## config.mk

```make
export PLATFORM = sky130hd
export DESIGN_NAME = ipc_input_loop_ctrl
export DESIGN_NICKNAME = d
export VERILOG_FILES = /design/src/ipc_pkg.sv /design/src/ipc_input_loop_ctrl.sv
export SDC_FILE = /design/constraint.sdc
export NUM_CORES = 1
export LEC_CHECK = 0
export CELL_PAD_IN_SITES_DETAIL_PLACEMENT = 0
export CELL_PAD_IN_SITES_GLOBAL_PLACEMENT = 1
export CORE_AREA = 10 10 122 124
export DETAILED_ROUTE_END_ITERATION = 16
export DIE_AREA = 0 0 132 134
export DONT_BUFFER_PORTS = 1
export PLACE_DENSITY_LB_ADDON = 0.1
export SLEW_MARGIN = 20
export SYNTH_ARGS = -nofsm -noshare
export SYNTH_HDL_FRONTEND = slang
export SYNTH_SLANG_ARGS = --single-unit
```

## constraint.sdc

```tcl
create_clock -name clk -period 4.5 [get_ports clk]
set_clock_uncertainty 0.15 [all_clocks]
set_input_delay 0.675 -clock clk [delete_from_list [all_inputs] [get_ports clk]]
set_output_delay 0.675 -clock clk [all_outputs]
set_load 0.1 [all_outputs]
```

## src/ipc_pkg.sv

```systemverilog
// Package for the input loop divider and charge pump control block.
// Assumes one 20 MHz clock shared with the serial control port logic.
package ipc_pkg;

  localparam int ADDR_W = 12;
  localparam int DATA_W = 8;

  typedef logic [ADDR_W-1:0] ipc_addr_t;
  typedef logic [DATA_W-1:0] ipc_byte_t;

  localparam ipc_addr_t ADDR_REF_A_LO = 12'h010;
  localparam ipc_addr_t ADDR_REF_A_HI = 12'h011;
  localparam ipc_addr_t ADDR_REF_B_LO = 12'h012;
  localparam ipc_addr_t ADDR_REF_B_HI = 12'h013;
  localparam ipc_addr_t ADDR_TEST_DIV = 12'h014;
  localparam ipc_addr_t ADDR_RESERVED = 12'h015;
  localparam ipc_addr_t ADDR_FB_LO = 12'h016;
  localparam ipc_addr_t ADDR_FB_HI = 12'h017;
  localparam ipc_addr_t ADDR_PUMP_CUR = 12'h018;
  localparam ipc_addr_t ADDR_PUMP_MODE = 12'h019;

  // Field positions inside the register bytes.
  localparam int HI_MSB = 1;
  localparam int TEST_MSB = 5;
  localparam int CUR_MSB = 6;
  localparam int TRI_BIT = 7;
  localparam int ABL_MAN_BIT = 4;
  localparam int ABL_MSB = 3;
  localparam int ABL_LSB = 2;
  localparam int MODE_MSB = 1;

  typedef enum logic [1:0] {
    PUMP_TRI = 2'h0,
    PUMP_UP = 2'h1,
    PUMP_DOWN = 2'h2,
    PUMP_NORMAL = 2'h3
  } ipc_pump_mode_t;

  typedef enum logic [1:0] {
    ABL_MIN = 2'h0,
    ABL_LOW = 2'h1,
    ABL_HIGH = 2'h2,
    ABL_MAX = 2'h3
  } ipc_abl_t;

  // Raw programmed fields, held once as a buffer and once as the active copy.
  typedef struct packed {
    logic [9:0] a_ratio;
    logic [9:0] b_ratio;
    logic [5:0] test_ratio;
    logic [9:0] fb_ratio;
    logic cp_tri;
    logic [6:0] cp_cur;
    logic abl_manual;
    ipc_abl_t abl_width;
    ipc_pump_mode_t cp_mode;
  } ipc_regs_t;

  // Effective settings handed to the dividers and the charge pump.
  typedef struct packed {
    logic [9:0] a_ratio;
    logic [9:0] b_ratio;
    logic [5:0] test_ratio;
    logic [9:0] fb_ratio;
    logic cp_hiz;
    logic [6:0] cp_cur;
    ipc_pump_mode_t cp_mode;
    logic abl_auto;
    ipc_abl_t abl_width;
  } ipc_ctrl_t;

  localparam logic [9:0] RATIO10_ONE = 10'h001;
  localparam logic [5:0] RATIO6_ONE = 6'h01;
  localparam logic [9:0] RATIO10_ZERO = 10'h000;
  localparam logic [5:0] RATIO6_ZERO = 6'h00;
  localparam logic [5:0] RATIO6_MAX = 6'h3F;

  localparam ipc_regs_t REGS_RST = '{
    a_ratio: 10'h001,
    b_ratio: 10'h000,
    test_ratio: 6'h01,
    fb_ratio: 10'h001,
    cp_tri: 1'b0,
    cp_cur: 7'h00,
    abl_manual: 1'b0,
    abl_width: ABL_MIN,
    cp_mode: PUMP_NORMAL
  };

endpackage : ipc_pkg

```

## src/ipc_input_loop_ctrl.sv

```systemverilog
// Input loop divider and charge pump control registers.
// Assumes the serial control port logic drives the byte access port, the
// update strobe and the two outside control bits on this same clock.
//
// Overview of operation
// - The first reference divide ratio is a 10-bit word from 0x010 and 0x011[1:0], 0 and 1 mean one.
// - The second reference divide ratio is a 10-bit word from 0x012 and 0x013[1:0], 0 and 1 mean one.
// - The second reference divider uses its own word only while the independence bit is one.
// - The test reference divide ratio is 0x014[5:0], 0 and 1 mean one, bits 7:6 are reserved.
// - The feedback divide ratio is a 10-bit word from 0x016 and 0x017[1:0], 0 and 1 mean one.
// - Bit 7 of 0x018 puts the charge pump output into high impedance.
// - Bits 6:0 of 0x018 set the charge pump current magnitude.
// - Bit 4 of 0x019 at zero leaves the antibacklash period automatic, at one bits 3:2 set it.
// - The antibacklash field codes minimum, low, high and maximum, minimum by default.
// - Bits 1:0 of 0x019 select tristate, pump up, pump down or normal, normal by default.
// - Written values reach the logic only on the next update strobe, readback picks either copy.
module ipc_input_loop_ctrl
  import ipc_pkg::*;
(
  input wire logic clk,
  input wire logic rst_n,
  input wire ipc_addr_t reg_addr,
  input wire logic wr_en,
  input wire ipc_byte_t wr_data,
  output ipc_byte_t rd_data,
  input wire logic io_update,
  input wire logic readback_buffered,
  input wire logic ref_b_independent,
  output ipc_ctrl_t ctrl
);

  ipc_regs_t buf_ff;
  ipc_regs_t nxt_buf;
  ipc_regs_t act_ff;
  ipc_regs_t nxt_act;
  ipc_regs_t rb_src;
  ipc_ctrl_t ctrl_ff;
  ipc_ctrl_t nxt_ctrl;
  ipc_byte_t rd_data_ff;
  ipc_byte_t nxt_rd;

  wire logic sel_a_lo = wr_en && (reg_addr == ADDR_REF_A_LO);
  wire logic sel_a_hi = wr_en && (reg_addr == ADDR_REF_A_HI);
  wire logic sel_b_lo = wr_en && (reg_addr == ADDR_REF_B_LO);
  wire logic sel_b_hi = wr_en && (reg_addr == ADDR_REF_B_HI);
  wire logic sel_test = wr_en && (reg_addr == ADDR_TEST_DIV);
  wire logic sel_fb_lo = wr_en && (reg_addr == ADDR_FB_LO);
  wire logic sel_fb_hi = wr_en && (reg_addr == ADDR_FB_HI);
  wire logic sel_cur = wr_en && (reg_addr == ADDR_PUMP_CUR);
  wire logic sel_mode = wr_en && (reg_addr == ADDR_PUMP_MODE);

  // Writes land in the buffer only; reserved bits are simply not stored.
  always_comb begin
    nxt_buf = buf_ff;
    if (sel_a_lo) begin
      nxt_buf.a_ratio[7:0] = wr_data;
    end
    if (sel_a_hi) begin
      nxt_buf.a_ratio[9:8] = wr_data[HI_MSB:0];
    end
    if (sel_b_lo) begin
      nxt_buf.b_ratio[7:0] = wr_data;
    end
    if (sel_b_hi) begin
      nxt_buf.b_ratio[9:8] = wr_data[HI_MSB:0];
    end
    if (sel_test) begin
      nxt_buf.test_ratio = wr_data[TEST_MSB:0];
    end
    if (sel_fb_lo) begin
      nxt_buf.fb_ratio[7:0] = wr_data;
    end
    if (sel_fb_hi) begin
      nxt_buf.fb_ratio[9:8] = wr_data[HI_MSB:0];
    end
    if (sel_cur) begin
      nxt_buf.cp_tri = wr_data[TRI_BIT];
      nxt_buf.cp_cur = wr_data[CUR_MSB:0];
    end
    if (sel_mode) begin
      nxt_buf.abl_manual = wr_data[ABL_MAN_BIT];
      nxt_buf.abl_width = ipc_abl_t'(wr_data[ABL_MSB:ABL_LSB]);
      nxt_buf.cp_mode = ipc_pump_mode_t'(wr_data[MODE_MSB:0]);
    end
  end

  // The whole buffer moves across in one edge, so a divider never sees half a
  // word; a write in the same cycle as the strobe is included.
  assign nxt_act = io_update ? nxt_buf : act_ff;

  // Effective settings: codes zero and one both give divide by one.
  wire logic [9:0] eff_a = (act_ff.a_ratio == RATIO10_ZERO) ? RATIO10_ONE : act_ff.a_ratio;
  wire logic [9:0] eff_b_own = (act_ff.b_ratio == RATIO10_ZERO) ? RATIO10_ONE : act_ff.b_ratio;
  wire logic [5:0] eff_test = (act_ff.test_ratio == RATIO6_ZERO) ? RATIO6_ONE :
                              act_ff.test_ratio;
  wire logic [9:0] eff_fb = (act_ff.fb_ratio == RATIO10_ZERO) ? RATIO10_ONE : act_ff.fb_ratio;

  always_comb begin
    nxt_ctrl.a_ratio = eff_a;
    nxt_ctrl.b_ratio = ref_b_independent ? eff_b_own : eff_a;
    nxt_ctrl.test_ratio = eff_test;
    nxt_ctrl.fb_ratio = eff_fb;
    nxt_ctrl.cp_hiz = act_ff.cp_tri || (act_ff.cp_mode == PUMP_TRI);
    nxt_ctrl.cp_cur = act_ff.cp_cur;
    nxt_ctrl.cp_mode = act_ff.cp_tri ? PUMP_TRI : act_ff.cp_mode;
    nxt_ctrl.abl_auto = !act_ff.abl_manual;
    nxt_ctrl.abl_width = act_ff.abl_width;
  end

  // Readback shows the buffer or the active copy, reserved bits as zero.
  assign rb_src = readback_buffered ? buf_ff : act_ff;

  always_comb begin
    nxt_rd = '0;
    case (reg_addr)
      ADDR_REF_A_LO: nxt_rd = rb_src.a_ratio[7:0];
      ADDR_REF_A_HI: nxt_rd[HI_MSB:0] = rb_src.a_ratio[9:8];
      ADDR_REF_B_LO: nxt_rd = rb_src.b_ratio[7:0];
      ADDR_REF_B_HI: nxt_rd[HI_MSB:0] = rb_src.b_ratio[9:8];
      ADDR_TEST_DIV: nxt_rd[TEST_MSB:0] = rb_src.test_ratio;
      ADDR_FB_LO: nxt_rd = rb_src.fb_ratio[7:0];
      ADDR_FB_HI: nxt_rd[HI_MSB:0] = rb_src.fb_ratio[9:8];
      ADDR_PUMP_CUR: nxt_rd = {rb_src.cp_tri, rb_src.cp_cur};
      ADDR_PUMP_MODE: begin
        nxt_rd[ABL_MAN_BIT] = rb_src.abl_manual;
        nxt_rd[ABL_MSB:ABL_LSB] = rb_src.abl_width;
        nxt_rd[MODE_MSB:0] = rb_src.cp_mode;
      end
      default: nxt_rd = '0;
    endcase
  end

  always_ff @(posedge clk) begin
    if (!rst_n) begin
      buf_ff <= REGS_RST;
      act_ff <= REGS_RST;
      rd_data_ff <= '0;
    end else begin
      buf_ff <= nxt_buf;
      act_ff <= nxt_act;
      rd_data_ff <= nxt_rd;
    end
  end

  always_ff @(posedge clk) begin
    if (!rst_n) begin
      ctrl_ff.a_ratio <= RATIO10_ONE;
      ctrl_ff.b_ratio <= RATIO10_ONE;
      ctrl_ff.test_ratio <= RATIO6_ONE;
      ctrl_ff.fb_ratio <= RATIO10_ONE;
      ctrl_ff.cp_hiz <= 1'b0;
      ctrl_ff.cp_cur <= REGS_RST.cp_cur;
      ctrl_ff.cp_mode <= PUMP_NORMAL;
      ctrl_ff.abl_auto <= 1'b1;
      ctrl_ff.abl_width <= ABL_MIN;
    end else begin
      ctrl_ff <= nxt_ctrl;
    end
  end

  assign ctrl = ctrl_ff;
  assign rd_data = rd_data_ff;
endmodule : ipc_input_loop_ctrl

```

### Word-level counts from Yosys, hierarchy flattened

Cells that the tools add are included.
W data, S select, Z words.

| word-level totals | value |
|---|---|
| register bits after elaboration | 155 |
| input bits | 26 |
| word-level logic and storage cells | 74 |

| operators by class | value |
|---|---|
| equal/unequal tests | 9 |
| mux-type cells | 18 |
| reduce and logical (&&, ||, !) cells | 18 |
| bitwise gates (word level) | 1 |

Operator list:

| kind | count |
|---|---|
| $eq A12 B5 Y1 const B | 9 |
| $mux W49 | 1 |
| $mux W8 | 4 |
| $logic_not A10 Y1 | 3 |
| $mux W10 | 3 |
| $pmux W2 S9 | 1 |
| $pmux W3 S6 | 1 |
| $logic_and A1 B1 Y1 | 9 |
| $mux W2 | 4 |
| $pmux W2 S4 | 1 |
| $logic_not A6 Y1 | 1 |
| $mux W6 | 1 |
| $mux W5 | 1 |
| $pmux W1 S5 | 1 |
| $reduce_or A2 Y1 | 2 |
| $logic_not A2 Y1 | 1 |
| $logic_not A1 Y1 | 1 |
| $logic_or A1 B1 Y1 | 1 |
| $not A1 Y1 | 1 |

### Depth between registers and ports, before layout

Gate-level depths: netlist of run 1.

| logic depth | value |
|---|---|
| depth after elaboration | 3 |
| gate-level depth with buffers | 6 |
| mapped depth without buffers | 5 |

### Least setup slack after synthesis of run 1

OpenSTA, ideal clock, no wires.

| timing path | value |
|---|---|
| kind | input port to flip-flop |
| start | input reg_addr[1] |
| end | register act_ff[23] (netlist bit) |
| path slack | 2.284 ns |
| data arrival time | 1.936 ns |
| cell stages on the path | 6 |
| path buffers | 1 |
| setup time | 0.129 ns |
| cells stage by stage | buf_2 nor4b_1 nand4_2 mux2i_1 a21o_1 nand2_1 |

| between the ends | value |
|---|---|
| longest elaborated chain between the ends | 3 |

RTL lines:

| item | line | RTL |
|---|---|---|
| start: declaration | ipc_input_loop_ctrl.sv:22 | `input wire ipc_addr_t reg_addr,` |
| $eq A12 B5 Y1 | ipc_input_loop_ctrl.sv:46 | `wire logic sel_test = wr_en && (reg_addr == ADDR_TEST_DIV);` |
| $logic_and A1 B1 Y1 | ipc_input_loop_ctrl.sv:46 |  |
| $mux W6 | ipc_input_loop_ctrl.sv:67 | `if (sel_test) begin` |
| end signal: assignment | ipc_input_loop_ctrl.sv:140 | `act_ff <= nxt_act;` |
| end: declaration | ipc_input_loop_ctrl.sv:34 | `ipc_regs_t act_ff;` |

No other way between the ends.
A chain may end at the register's enable or synchronous reset.

### Worst setup path after layout of run 1

| timing path | value |
|---|---|
| start | register rd_data_ff[7], in the netlist rd_data[7] |
| end | output rd_data[7] |

RTL lines:

| item | line | RTL |
|---|---|---|
| start: declaration | ipc_input_loop_ctrl.sv:39 | `ipc_byte_t rd_data_ff;` |
| start signal: assignment | ipc_input_loop_ctrl.sv:141 | `rd_data_ff <= nxt_rd;` |
| end: declaration | ipc_input_loop_ctrl.sv:25 | `output ipc_byte_t rd_data,` |

No word-level cell between the ends.

==> flow_metrics.py, run 1 <==
metrics = {
    "place": {
        "port-buffer-count": 0,
        "dp_hpwl_mm": 10.5,
        "dp_cells": 738,
        "gp_congestion": 0.828,
    },
    "clock_network": {
        "clkLatencyLatePin_ns": 0.42,
        "cts.sinks": 155,
        "post_cts_buffers": 0,
        "cts_max_path_buffers": 2,
        "path_clk_slew_ns": 0.06,
        "cts_hold_buf": 0,
        "cts_tree": "done",
        "cts-resized-gates": 0,
        "htreeDepth": 4,
        "root_buffer": "clkbuf_16",
        "cts-buffers-inserted": 17,
    },
    "final_layout": {
        "nets": 611,
        "nFillCells": 1141,
        "final_common_cell": "dfxtp_1",
        "drive_gt1_share_pct": 8.38,
        "mostFrequentLayoutCells": "dfxtp_1, mux2i_1, nor2b_1, o21ai_0, a21oi_1",
        "area_delta_synth_final_pct": 10.0,
        "finish.utilization_pct": 54.2,
        "layout.cells.non_filler": 770,
    },
    "critical_path": {
        "cp.arrival_ns": 1.38,
        "critPathRequiredTime_ns": 3.67,
        "crit_path_end_kind": "primary output",
        "path_class": "reg -> out",
        "crit_fanout": 1,
        "start_kind": "flop",
    },
    "min_path": {
        "hold_class": "in -> reg",
    },
    "global_routing": {
        "grt_pass1_wl_mm": 24.1,
        "track_usage_pct": 17.4,
        "grt_pass1_vias": 4229,
        "antenna_found_initial": 1,
        "grt.overflow.total": 0,
        "grt_max_degree": 150,
    },
    "floorplanning": {
        "core_area_um2": 12500,
        "placementRows": 41,
        "die_h_um": 134,
        "die_area_um2": 17700,
        "die_w_um": 132,
        "num_io_pins": 83,
        "start_util_pct": 49.2,
    },
    "job": {
        "maxCapViolations": 0,
    },
    "sta": {
        "slew_headroom_pct": 35.7,
        "fin_setup_tns_ns": 0,
        "max_freq_mhz": 454,
        "period_share_pct": 48.9,
        "setup_violations": 0,
        "rsz0062_at_grt": "false",
        "hold_viol": 0,
        "tightest_slew_ns": 0.963,
        "fin_crit_ns": 2.20,
        "maxSlewViolCount": 0,
    },
    "detailed_routing": {
        "drc_errors": 0,
        "vias_per_cell": 5.60,
        "num_vias": 4312,
        "wl_per_cell_um": 19.9,
        "drtIter0Drc": 420,
        "drtAntennaViolNets": 0,
        "drt_pass1_iterations": 4,
        "drt_wl_total_mm": 15.3,
    },
    "synthesis": {
        "yosysSeqAreaShare_pct": 50.6,
        "async_flop_share_pct": 0,
        "synth.avg_cell_area_um2": 10.1,
        "ys.warnings.count": 0,
        "synth_flop_cell": "dfxtp_1",
        "synth_cell_types": 42,
        "syn_nets": 631,
        "syn_area_um2": 6130,
        "synth_edf_count": 0,
        "syn_inst": 605,
        "ys_ff_latch": 155,
    },
    "pwr": {
        "leakage_nw": 2.85,
        "powerDensity_nw_per_um2": 438,
        "power_mw": 2.96,
        "ir_drop_mv": 0.231,
    },
    "status": {
        "status": "complete, no violations",
    },
}
==> metal layers <==
layer,global-route usage (%),share of wire (%),vias up
li1,-,-,2093
met1,21.6,44,2062
met2,26.1,45,129
met3,6.83,8.6,28
met4,7.85,2.2,0
met5,0,0,-
==> where the power goes <==
| group | internal [mW] | total [mW] | leakage (nW) | switching, mW |
|---|---|---|---|---|
| clock | 0.809 | 1.34 | 0.278 | 0.526 |
| combinational | 0.0510 | 0.0866 | 1.31 | 0.0356 |
| sequential | 1.41 | 1.53 | 1.26 | 0.127 |
==> synthesized netlist by cell type (2+ instances only) <==
cell / count / area (µm²)
dfxtp_1: 155 / 3100
mux4_2: 2 / 45.0
nor3_1: 6 / 30.0
mux2_2: 9 / 101
nand3b_1: 4 / 30.0
nand4_2: 2 / 25.0
nand2_1: 25 / 93.8
a21oi_1: 49 / 245
a31oi_1: 2 / 12.5
a21o_1: 2 / 15.0
mux2i_1: 94 / 941
and3_1: 2 / 12.5
nor2_1: 18 / 67.6
buf_1: 6 / 22.5
nor2b_1: 59 / 369
clkbuf_1: 26 / 97.6
inv_1: 4 / 15.0
buf_2: 6 / 30.0
nor4_1: 6 / 37.5
nand3_1: 7 / 35.0
and2_1: 33 / 206
nand4_4: 2 / 42.5
o22ai_1: 18 / 113
o21ai_0: 49 / 245
a22oi_1: 2 / 15.0
==> sequential cells by signal (all words and copies together) (netlist names) <==
signal   count
buf_ff      49
ctrl        49
rd_data      8
act_ff      49
==> final cells by class <==
| type | count | area, µm² | area share, % |
|---|---|---|---|
| flip-flops and latches | 155 | 3100 | 46.0 |
| multi-input cells | 407 | 2860 | 42.4 |
| clock buffers | 23 | 488 | 7.23 |
| well taps | 172 | 215 | 3.19 |
| clock inverters | 8 | 67.6 | 1.00 |
| inverters | 4 | 15.0 | 0.222 |
| diodes | 1 | 2.50 | 0.0371 |
==> metrics by stage <==
stage / hold WS [ns] / instance area [µm²] / setup slack (ns)
floorplan: 0.217 / 6130 / 2.28
CTS: 0.169 / 6750 / 2.27
global placement: 0.297 / 6190 / 2.05
detailed placement: 0.306 / 6190 / 2.00
finish: 0.185 / 6750 / 2.30
global route: 0.174 / 6750 / 2.27
==> logic make-up (layout without fill, tap and decap cells) <==
family,Yosys count,after routing,share of synthesized area (%)
muxes,105,105,17.7
buffers and inverters,43,35,2.81
DFF,155,155,50.6
AOI/OAI and AO/OA,126,126,11.1
other,0,1,0
and+or+nand+nor,176,176,17.8
==> final timing paths <==
path | to | slack, ns | from | cells past startpoint
setup / recovery | rd_data[7] | 2.30 | rd_data[7] | 0
setup reg to reg | rd_data[5] | 2.99 | act_ff[10] | 4
hold / removal | act_ff[22] | 0.19 | io_update | 1
hold reg to reg | ctrl[12] | 0.31 | act_ff[0] | 1
Power figures use the tool's default switching activity.
==> run 2: changes to the inputs <==
Settings changed: CORE_AREA 10 10 122 124 to 10 10 130 132, DIE_AREA 0 0 132 134 to 0 0 140 142.
Clock period 4.5 ns to 1.8 ns, I/O delays scaled along.
==> run 2 against run 1 <==
Effect of this change: sequential share of layout area is 7.5 points lower; final cell count increased by 20%; worst hold slack got worse by 0.16 ns; critical path depth grew 7; final area increased by 19%; combinational power increased to 8.5 times the previous value; highest routed layer unchanged; via count is 14% higher; clock power rose to 2.6 times the previous value; critical endpoint is now act_ff[19]; sequential power is 130% higher.
==> flow_metrics.py, run 2 (synthesized netlist as in run 1, its figures left out) <==
metrics = {
    "critical_path": {
        "crit_fanout": 6,
        "path_class": "in -> reg",
        "critPathRequiredTime_ns": 1.96,
        "start_kind": "input pin",
        "crit_path_end_kind": "flop",
        "cp.arrival_ns": 1.91,
    },
    "clock_network": {
        "cts_tree": "done",
        "htreeDepth": 4,
        "cts.sinks": 155,
        "root_buffer": "clkbuf_16",
        "clkLatencyLatePin_ns": 0.43,
        "path_clk_slew_ns": 0.06,
        "cts_max_path_buffers": 2,
        "cts-buffers-inserted": 17,
    },
    "final_layout": {
        "nets": 749,
        "area_delta_synth_final_pct": 31.4,
        "mostFrequentLayoutCells": "dfxtp_1, mux2i_1, buf_4, nor2b_1, dlygate4sd3_1",
        "layout.cells.non_filler": 921,
        "finish.utilization_pct": 56.3,
        "drive_gt1_share_pct": 18.4,
        "final_common_cell": "dfxtp_1",
        "postLayoutCellArea_um2": 8060,
    },
    "detailed_routing": {
        "num_vias": 4934,
        "drt_wl_total_mm": 18.4,
        "vias_per_cell": 5.36,
        "drc_errors": 0,
        "wl_per_cell_um": 20.0,
        "drtIter0Drc": 278,
        "drtAntennaViolNets": 0,
        "drt_pass1_iterations": 5,
    },
    "sta": {
        "max_freq_mhz": 572,
        "hold_viol": 0,
        "tightest_slew_ns": 0.753,
        "worst_slack_ns": 0.0507,
        "rsz0062_at_grt": "true",
        "setup_violations": 0,
        "period_share_pct": 97.2,
        "fin_crit_ns": 1.75,
        "slew_headroom_pct": 49.6,
        "maxSlewViolCount": 0,
    },
    "global_routing": {
        "antenna_found_initial": 2,
        "grt_pass1_vias": 5003,
        "grt.overflow.total": 0,
        "track_usage_pct": 18.4,
        "grt_max_degree": 105,
        "grt_pass1_wl_mm": 28.8,
    },
    "place": {
        "dp_cells": 822,
        "dp_hpwl_mm": 11.4,
        "gp_congestion": 0.776,
        "pre_cts_slack_ns": -0.00664,
        "placed_cell_area_um2": 6770,
        "port-buffer-count": 0,
    },
    "job": {
        "maxCapViolations": 0,
    },
    "min_path": {
        "hold_class": "in -> reg",
    },
    "floorplanning": {
        "start_util_pct": 42.9,
        "die_w_um": 140,
        "num_io_pins": 83,
        "die_h_um": 142,
        "placementRows": 44,
        "die_area_um2": 19900,
        "core_area_um2": 14300,
    },
    "pwr": {
        "powerDensity_nw_per_um2": 965,
        "power_mw": 7.78,
        "leakage_nw": 3.49,
        "ir_drop_mv": 0.580,
    },
    "status": {
        "status": "complete, no violations",
    },
}
## run 2: cell types whose count changed in the layout (fill, tap and decap cells not counted), moves of 2 or more
cell	before	now
clkinvlp_4	1	4
dlygate4sd3_1	0	55
clkbuf_8	4	1
clkinv_4	0	2
mux2i_1	94	91
clkinv_2	6	3
buf_4	0	75
buf_16	0	2
buf_6	0	2
mux2i_2	0	2
dlymetal6s4s_1	0	3
## run 2: power by group
| part | internal (mW) | total (mW) | switching (mW) |
|---|---|---|---|
| sequential | 3.51 | 3.58 | 0.0643 |
| combinational | 0.274 | 0.737 | 0.463 |
| clock | 2.06 | 3.46 | 1.40 |
## run 2: what timing repair did
item                                    in CTS  in global routing
endpoints found under the setup margin       0                 10
hold buffers                                60                  0
buffers inserted                             0                  6
gates resized for setup                      0                 10
endpoints found under the hold margin      155                  0
## run 2: worst paths after layout
| path | from | endpoint | slack, ns | cells after the start |
|---|---|---|---|---|
| worst min register to register | act_ff[0] | ctrl[12] | 0.33 | 1 |
| worst max register to register | buf_ff[39] | act_ff[39] | 0.24 | 4 |
| worst max-delay path | reg_addr[9] | act_ff[19] | 0.05 | 7 |
| worst min-delay path | reg_addr[1] | rd_data[5] | 0.02 | 4 |
## run 2: worst max-delay path, cell delays in order
cell and delay, ns:
nor4_4 0.26, buf_6 0.17, nand4_4 0.19, buf_12 0.20
mux2i_1 0.18, a21oi_1 0.09, dlygate4sd3_1 0.55
## run 2: per-stage QoR
step	setup TNS, ns	hold slack [ns]
after floorplan	0	0.217
after global placement	0	0.200
after detailed placement	-0.00664	0.202
after CTS	0	0.00629
after global routing	-0.0315	0.0288
final	0	0.0239
## run 2: routing by layer
layer	track usage (%)	wire length (µm)	vias to the layer above	share of wire [%]
met4	5.82	300	0	1.6
li1	-	-	2376	-
met2	29.9	8780	122	48
met3	5.91	1160	27	6.3
met5	0	0	-	0
met1	22.8	8170	2409	44
## run 2: final cells by class
| type | count | area, µm² |
|---|---|---|
| Inverter | 4 | 15.0 |
| Fill cell | 1289 | 6250 |
| Timing Repair Buffer | 138 | 1250 |
| Multi-Input combinational cell | 407 | 2890 |
| Sequential cell | 155 | 3100 |
| Tap cell | 184 | 230 |
| Clock inverter | 11 | 123 |
| Antenna cell | 2 | 5.00 |
| Clock buffer | 20 | 447 |
==> run 3: changes to the inputs <==
--- a/config.mk
+++ b/config.mk
@@ -8,7 +8,8 @@
 export CELL_PAD_IN_SITES_DETAIL_PLACEMENT = 0
 export CELL_PAD_IN_SITES_GLOBAL_PLACEMENT = 1
-export CORE_AREA = 10 10 130 132
+export CORE_AREA = 10 10 127 129
+export CTS_BUF_LIST = sky130_fd_sc_hd__clkbuf_2 sky130_fd_sc_hd__clkbuf_4 sky130_fd_sc_hd__clkbuf_8
 export DETAILED_ROUTE_END_ITERATION = 16
-export DIE_AREA = 0 0 140 142
+export DIE_AREA = 0 0 137 139
 export DONT_BUFFER_PORTS = 1
 export PLACE_DENSITY_LB_ADDON = 0.1
==> constraint.sdc (replaced) <==
create_clock -name clk -period 1.8 [get_ports clk]
set_clock_uncertainty 0.15 [all_clocks]
set_input_delay 0 -clock clk [delete_from_list [all_inputs] [get_ports clk]]
set_output_delay 0 -clock clk [all_outputs]
set_load 0.1 [all_outputs]
==> run 3 against run 2 <==
Effect of this change: combinational power grew 7.1%; total power fell by 6.4%; non-clock buffer count grew 19; final cell count increased by 1.4%; final area increased by 0.57%; sequential power hardly changed; clock-buffer cell count is 2 lower; worst hold slack worse by 0.0049 ns; sequential share of layout area shrank 0.22 points; critical path type unchanged; largest power group unchanged; global-route usage rose by 0.97 points; largest cell class unchanged.
==> flow_metrics.py, run 3 (synthesized netlist as in run 1, its figures left out) <==
metrics = {
    "final_layout": {
        "multi_input_area_um2": 2860,
        "drive_gt1_share_pct": 16.0,
        "finish.utilization_pct": 59.3,
        "area_delta_synth_final_pct": 32.1,
        "seq_area_um2": 3100,
        "final_common_cell": "dfxtp_1",
        "mostFrequentLayoutCells": "dfxtp_1, mux2i_1, dlygate4sd3_1, buf_4, nor2b_1",
        "nFillCells": 1209,
        "nets": 768,
        "antenna_cells": 0,
    },
    "floorplanning": {
        "die_area_um2": 19000,
        "die_h_um": 139,
        "core_area_um2": 13700,
        "die_w_um": 137,
        "placementRows": 43,
        "start_util_pct": 44.9,
        "num_io_pins": 83,
    },
    "global_routing": {
        "grt.overflow.total": 0,
        "grt_pass1_vias": 4988,
        "track_usage_pct": 19.4,
        "grt_max_degree": 127,
        "grt_pass1_wl_mm": 28.6,
        "antenna_found_initial": 0,
    },
    "detailed_routing": {
        "num_vias": 5047,
        "vias_per_cell": 5.40,
        "drc_errors": 0,
        "drt_wl_total_mm": 18.7,
        "wl_per_cell_um": 20.0,
        "drtIter0Drc": 467,
        "drtAntennaViolNets": 0,
        "drt_pass1_iterations": 5,
    },
    "clock_network": {
        "clkLatencyLatePin_ns": 0.46,
        "cts_max_path_buffers": 2,
        "cts.sinks": 155,
        "root_buffer": "clkbuf_8",
        "path_clk_slew_ns": 0.08,
        "htreeDepth": 4,
        "cts_tree": "done",
        "cts-buffers-inserted": 17,
        "post_cts_buffers": 0,
    },
    "min_path": {
        "hold_class": "in -> reg",
    },
    "place": {
        "gp_congestion": 0.808,
        "port-buffer-count": 0,
        "dp_hpwl_mm": 11.1,
        "pre_cts_slack_ns": 0.227,
    },
    "sta": {
        "period_share_pct": 95.9,
        "setup_violations": 0,
        "tightest_slew_ns": 0.648,
        "fin_crit_ns": 1.73,
        "hold_viol": 0,
        "worst_slack_ns": 0.0742,
        "fin_setup_tns_ns": 0,
        "finalHoldWorstSlack_ns": 0.0191,
        "slew_headroom_pct": 56.6,
        "max_freq_mhz": 579,
        "rsz0062_at_grt": "false",
        "maxSlewViolCount": 0,
    },
    "pwr": {
        "power_frac_comb_pct": 10.8,
        "p_clk_share_pct": 40.1,
        "p_sw_share_pct": 25.3,
        "leakage_nw": 3.46,
        "powerDensity_nw_per_um2": 898,
        "power_mw": 7.28,
        "ir_drop_mv": 0.528,
        "seq_power_share_pct": 49.1,
        "p_int_mw": 5.44,
        "p_sw_mw": 1.84,
    },
    "critical_path": {
        "start_kind": "input pin",
        "crit_top_cell": "dlygate4sd3_1",
        "cp_top_family": "buffers and inverters",
        "worstPathCellList": "dlygate4sd3_1 -> nand4_4 -> mux2i_1 -> a21o_1 -> nand2_1 -> dlygate4sd3_1",
        "crit_fanout": 8,
        "crit_path_end_kind": "flop",
        "crit_path_top_delay_cell": "dlygate4sd3_1",
        "worst_path_largest_cell_delay_ns": 0.62,
        "critPathRequiredTime_ns": 1.99,
        "path_buf_inv": 2,
        "path_class": "in -> reg",
        "cp.arrival_ns": 1.92,
    },
    "job": {
        "maxCapViolations": 0,
    },
    "status": {
        "status": "complete, no violations",
    },
}
==> run 3: power groups by stage <==
stage,sequential (mW),clock (mW),combinational (mW)
6_report,3.57,2.92,0.789
5_1_grt,3.58,3.12,0.830
3_3_place_gp,3.65,0,0.531
2_1_floorplan,3.87,0,0.286
3_5_place_dp,3.65,0,0.534
4_1_cts,3.57,2.97,0.777
==> run 3: metal layers <==
metal | vias to the layer above | part of all wire [%] | routed length [µm] | global-route usage (%)
met1 | 2496 | 44 | 8160 | 24.3
met3 | 19 | 6.6 | 1230 | 6.30
li1 | 2407 | - | - | -
met4 | 0 | 1.1 | 211 | 4.94
met5 | - | 0 | 0 | 0
met2 | 125 | 49 | 9050 | 31.2
==> run 3: path summary, 6_finish.rpt <==
check / from / endpoint / slack [ns] / cells past startpoint
worst max-delay path: wr_en / act_ff[13] / 0.07 / 6
worst min-delay path: wr_en / buf_ff[10] / 0.02 / 4
worst max register to register: act_ff[25] / rd_data[2] / 0.13 / 5
worst min register to register: act_ff[0] / ctrl[12] / 0.34 / 1
==> run 3: repair_timing <==
| item | 4_1_cts | 5_1_grt |
|---|---|---|
| endpoints found under the hold margin | 155 | 0 |
| hold buffers | 92 | 0 |
| resized for setup | 0 | 2 |
| setup endpoints to repair | 0 | 11 |
==> run 3: layout make-up <==
class	count	share of cell area [%]
flip-flops and latches	155	38.3
multi-input cells	407	35.3
repair buffers	157	18.0
clock buffers	18	2.98
well taps	180	2.78
clock inverters	13	2.47
inverters	4	0.185
==> run 3: worst register-to-register path: stages (launching register included) <==
cell	delay (ns)
dfxtp_1	0.35
mux2i_1	0.13
dlygate4sd3_1	0.57
o22ai_1	0.08
nor3_1	0.21
nor2_1	0.07
==> run 3: stage by stage <==
step | instances | cell area (µm²)
after floorplan | 605 | 6130
after global placement | 811 | 6690
final | 934 | 8110
after CTS | 934 | 8110
after detailed placement | 811 | 6690
after global routing | 934 | 8110
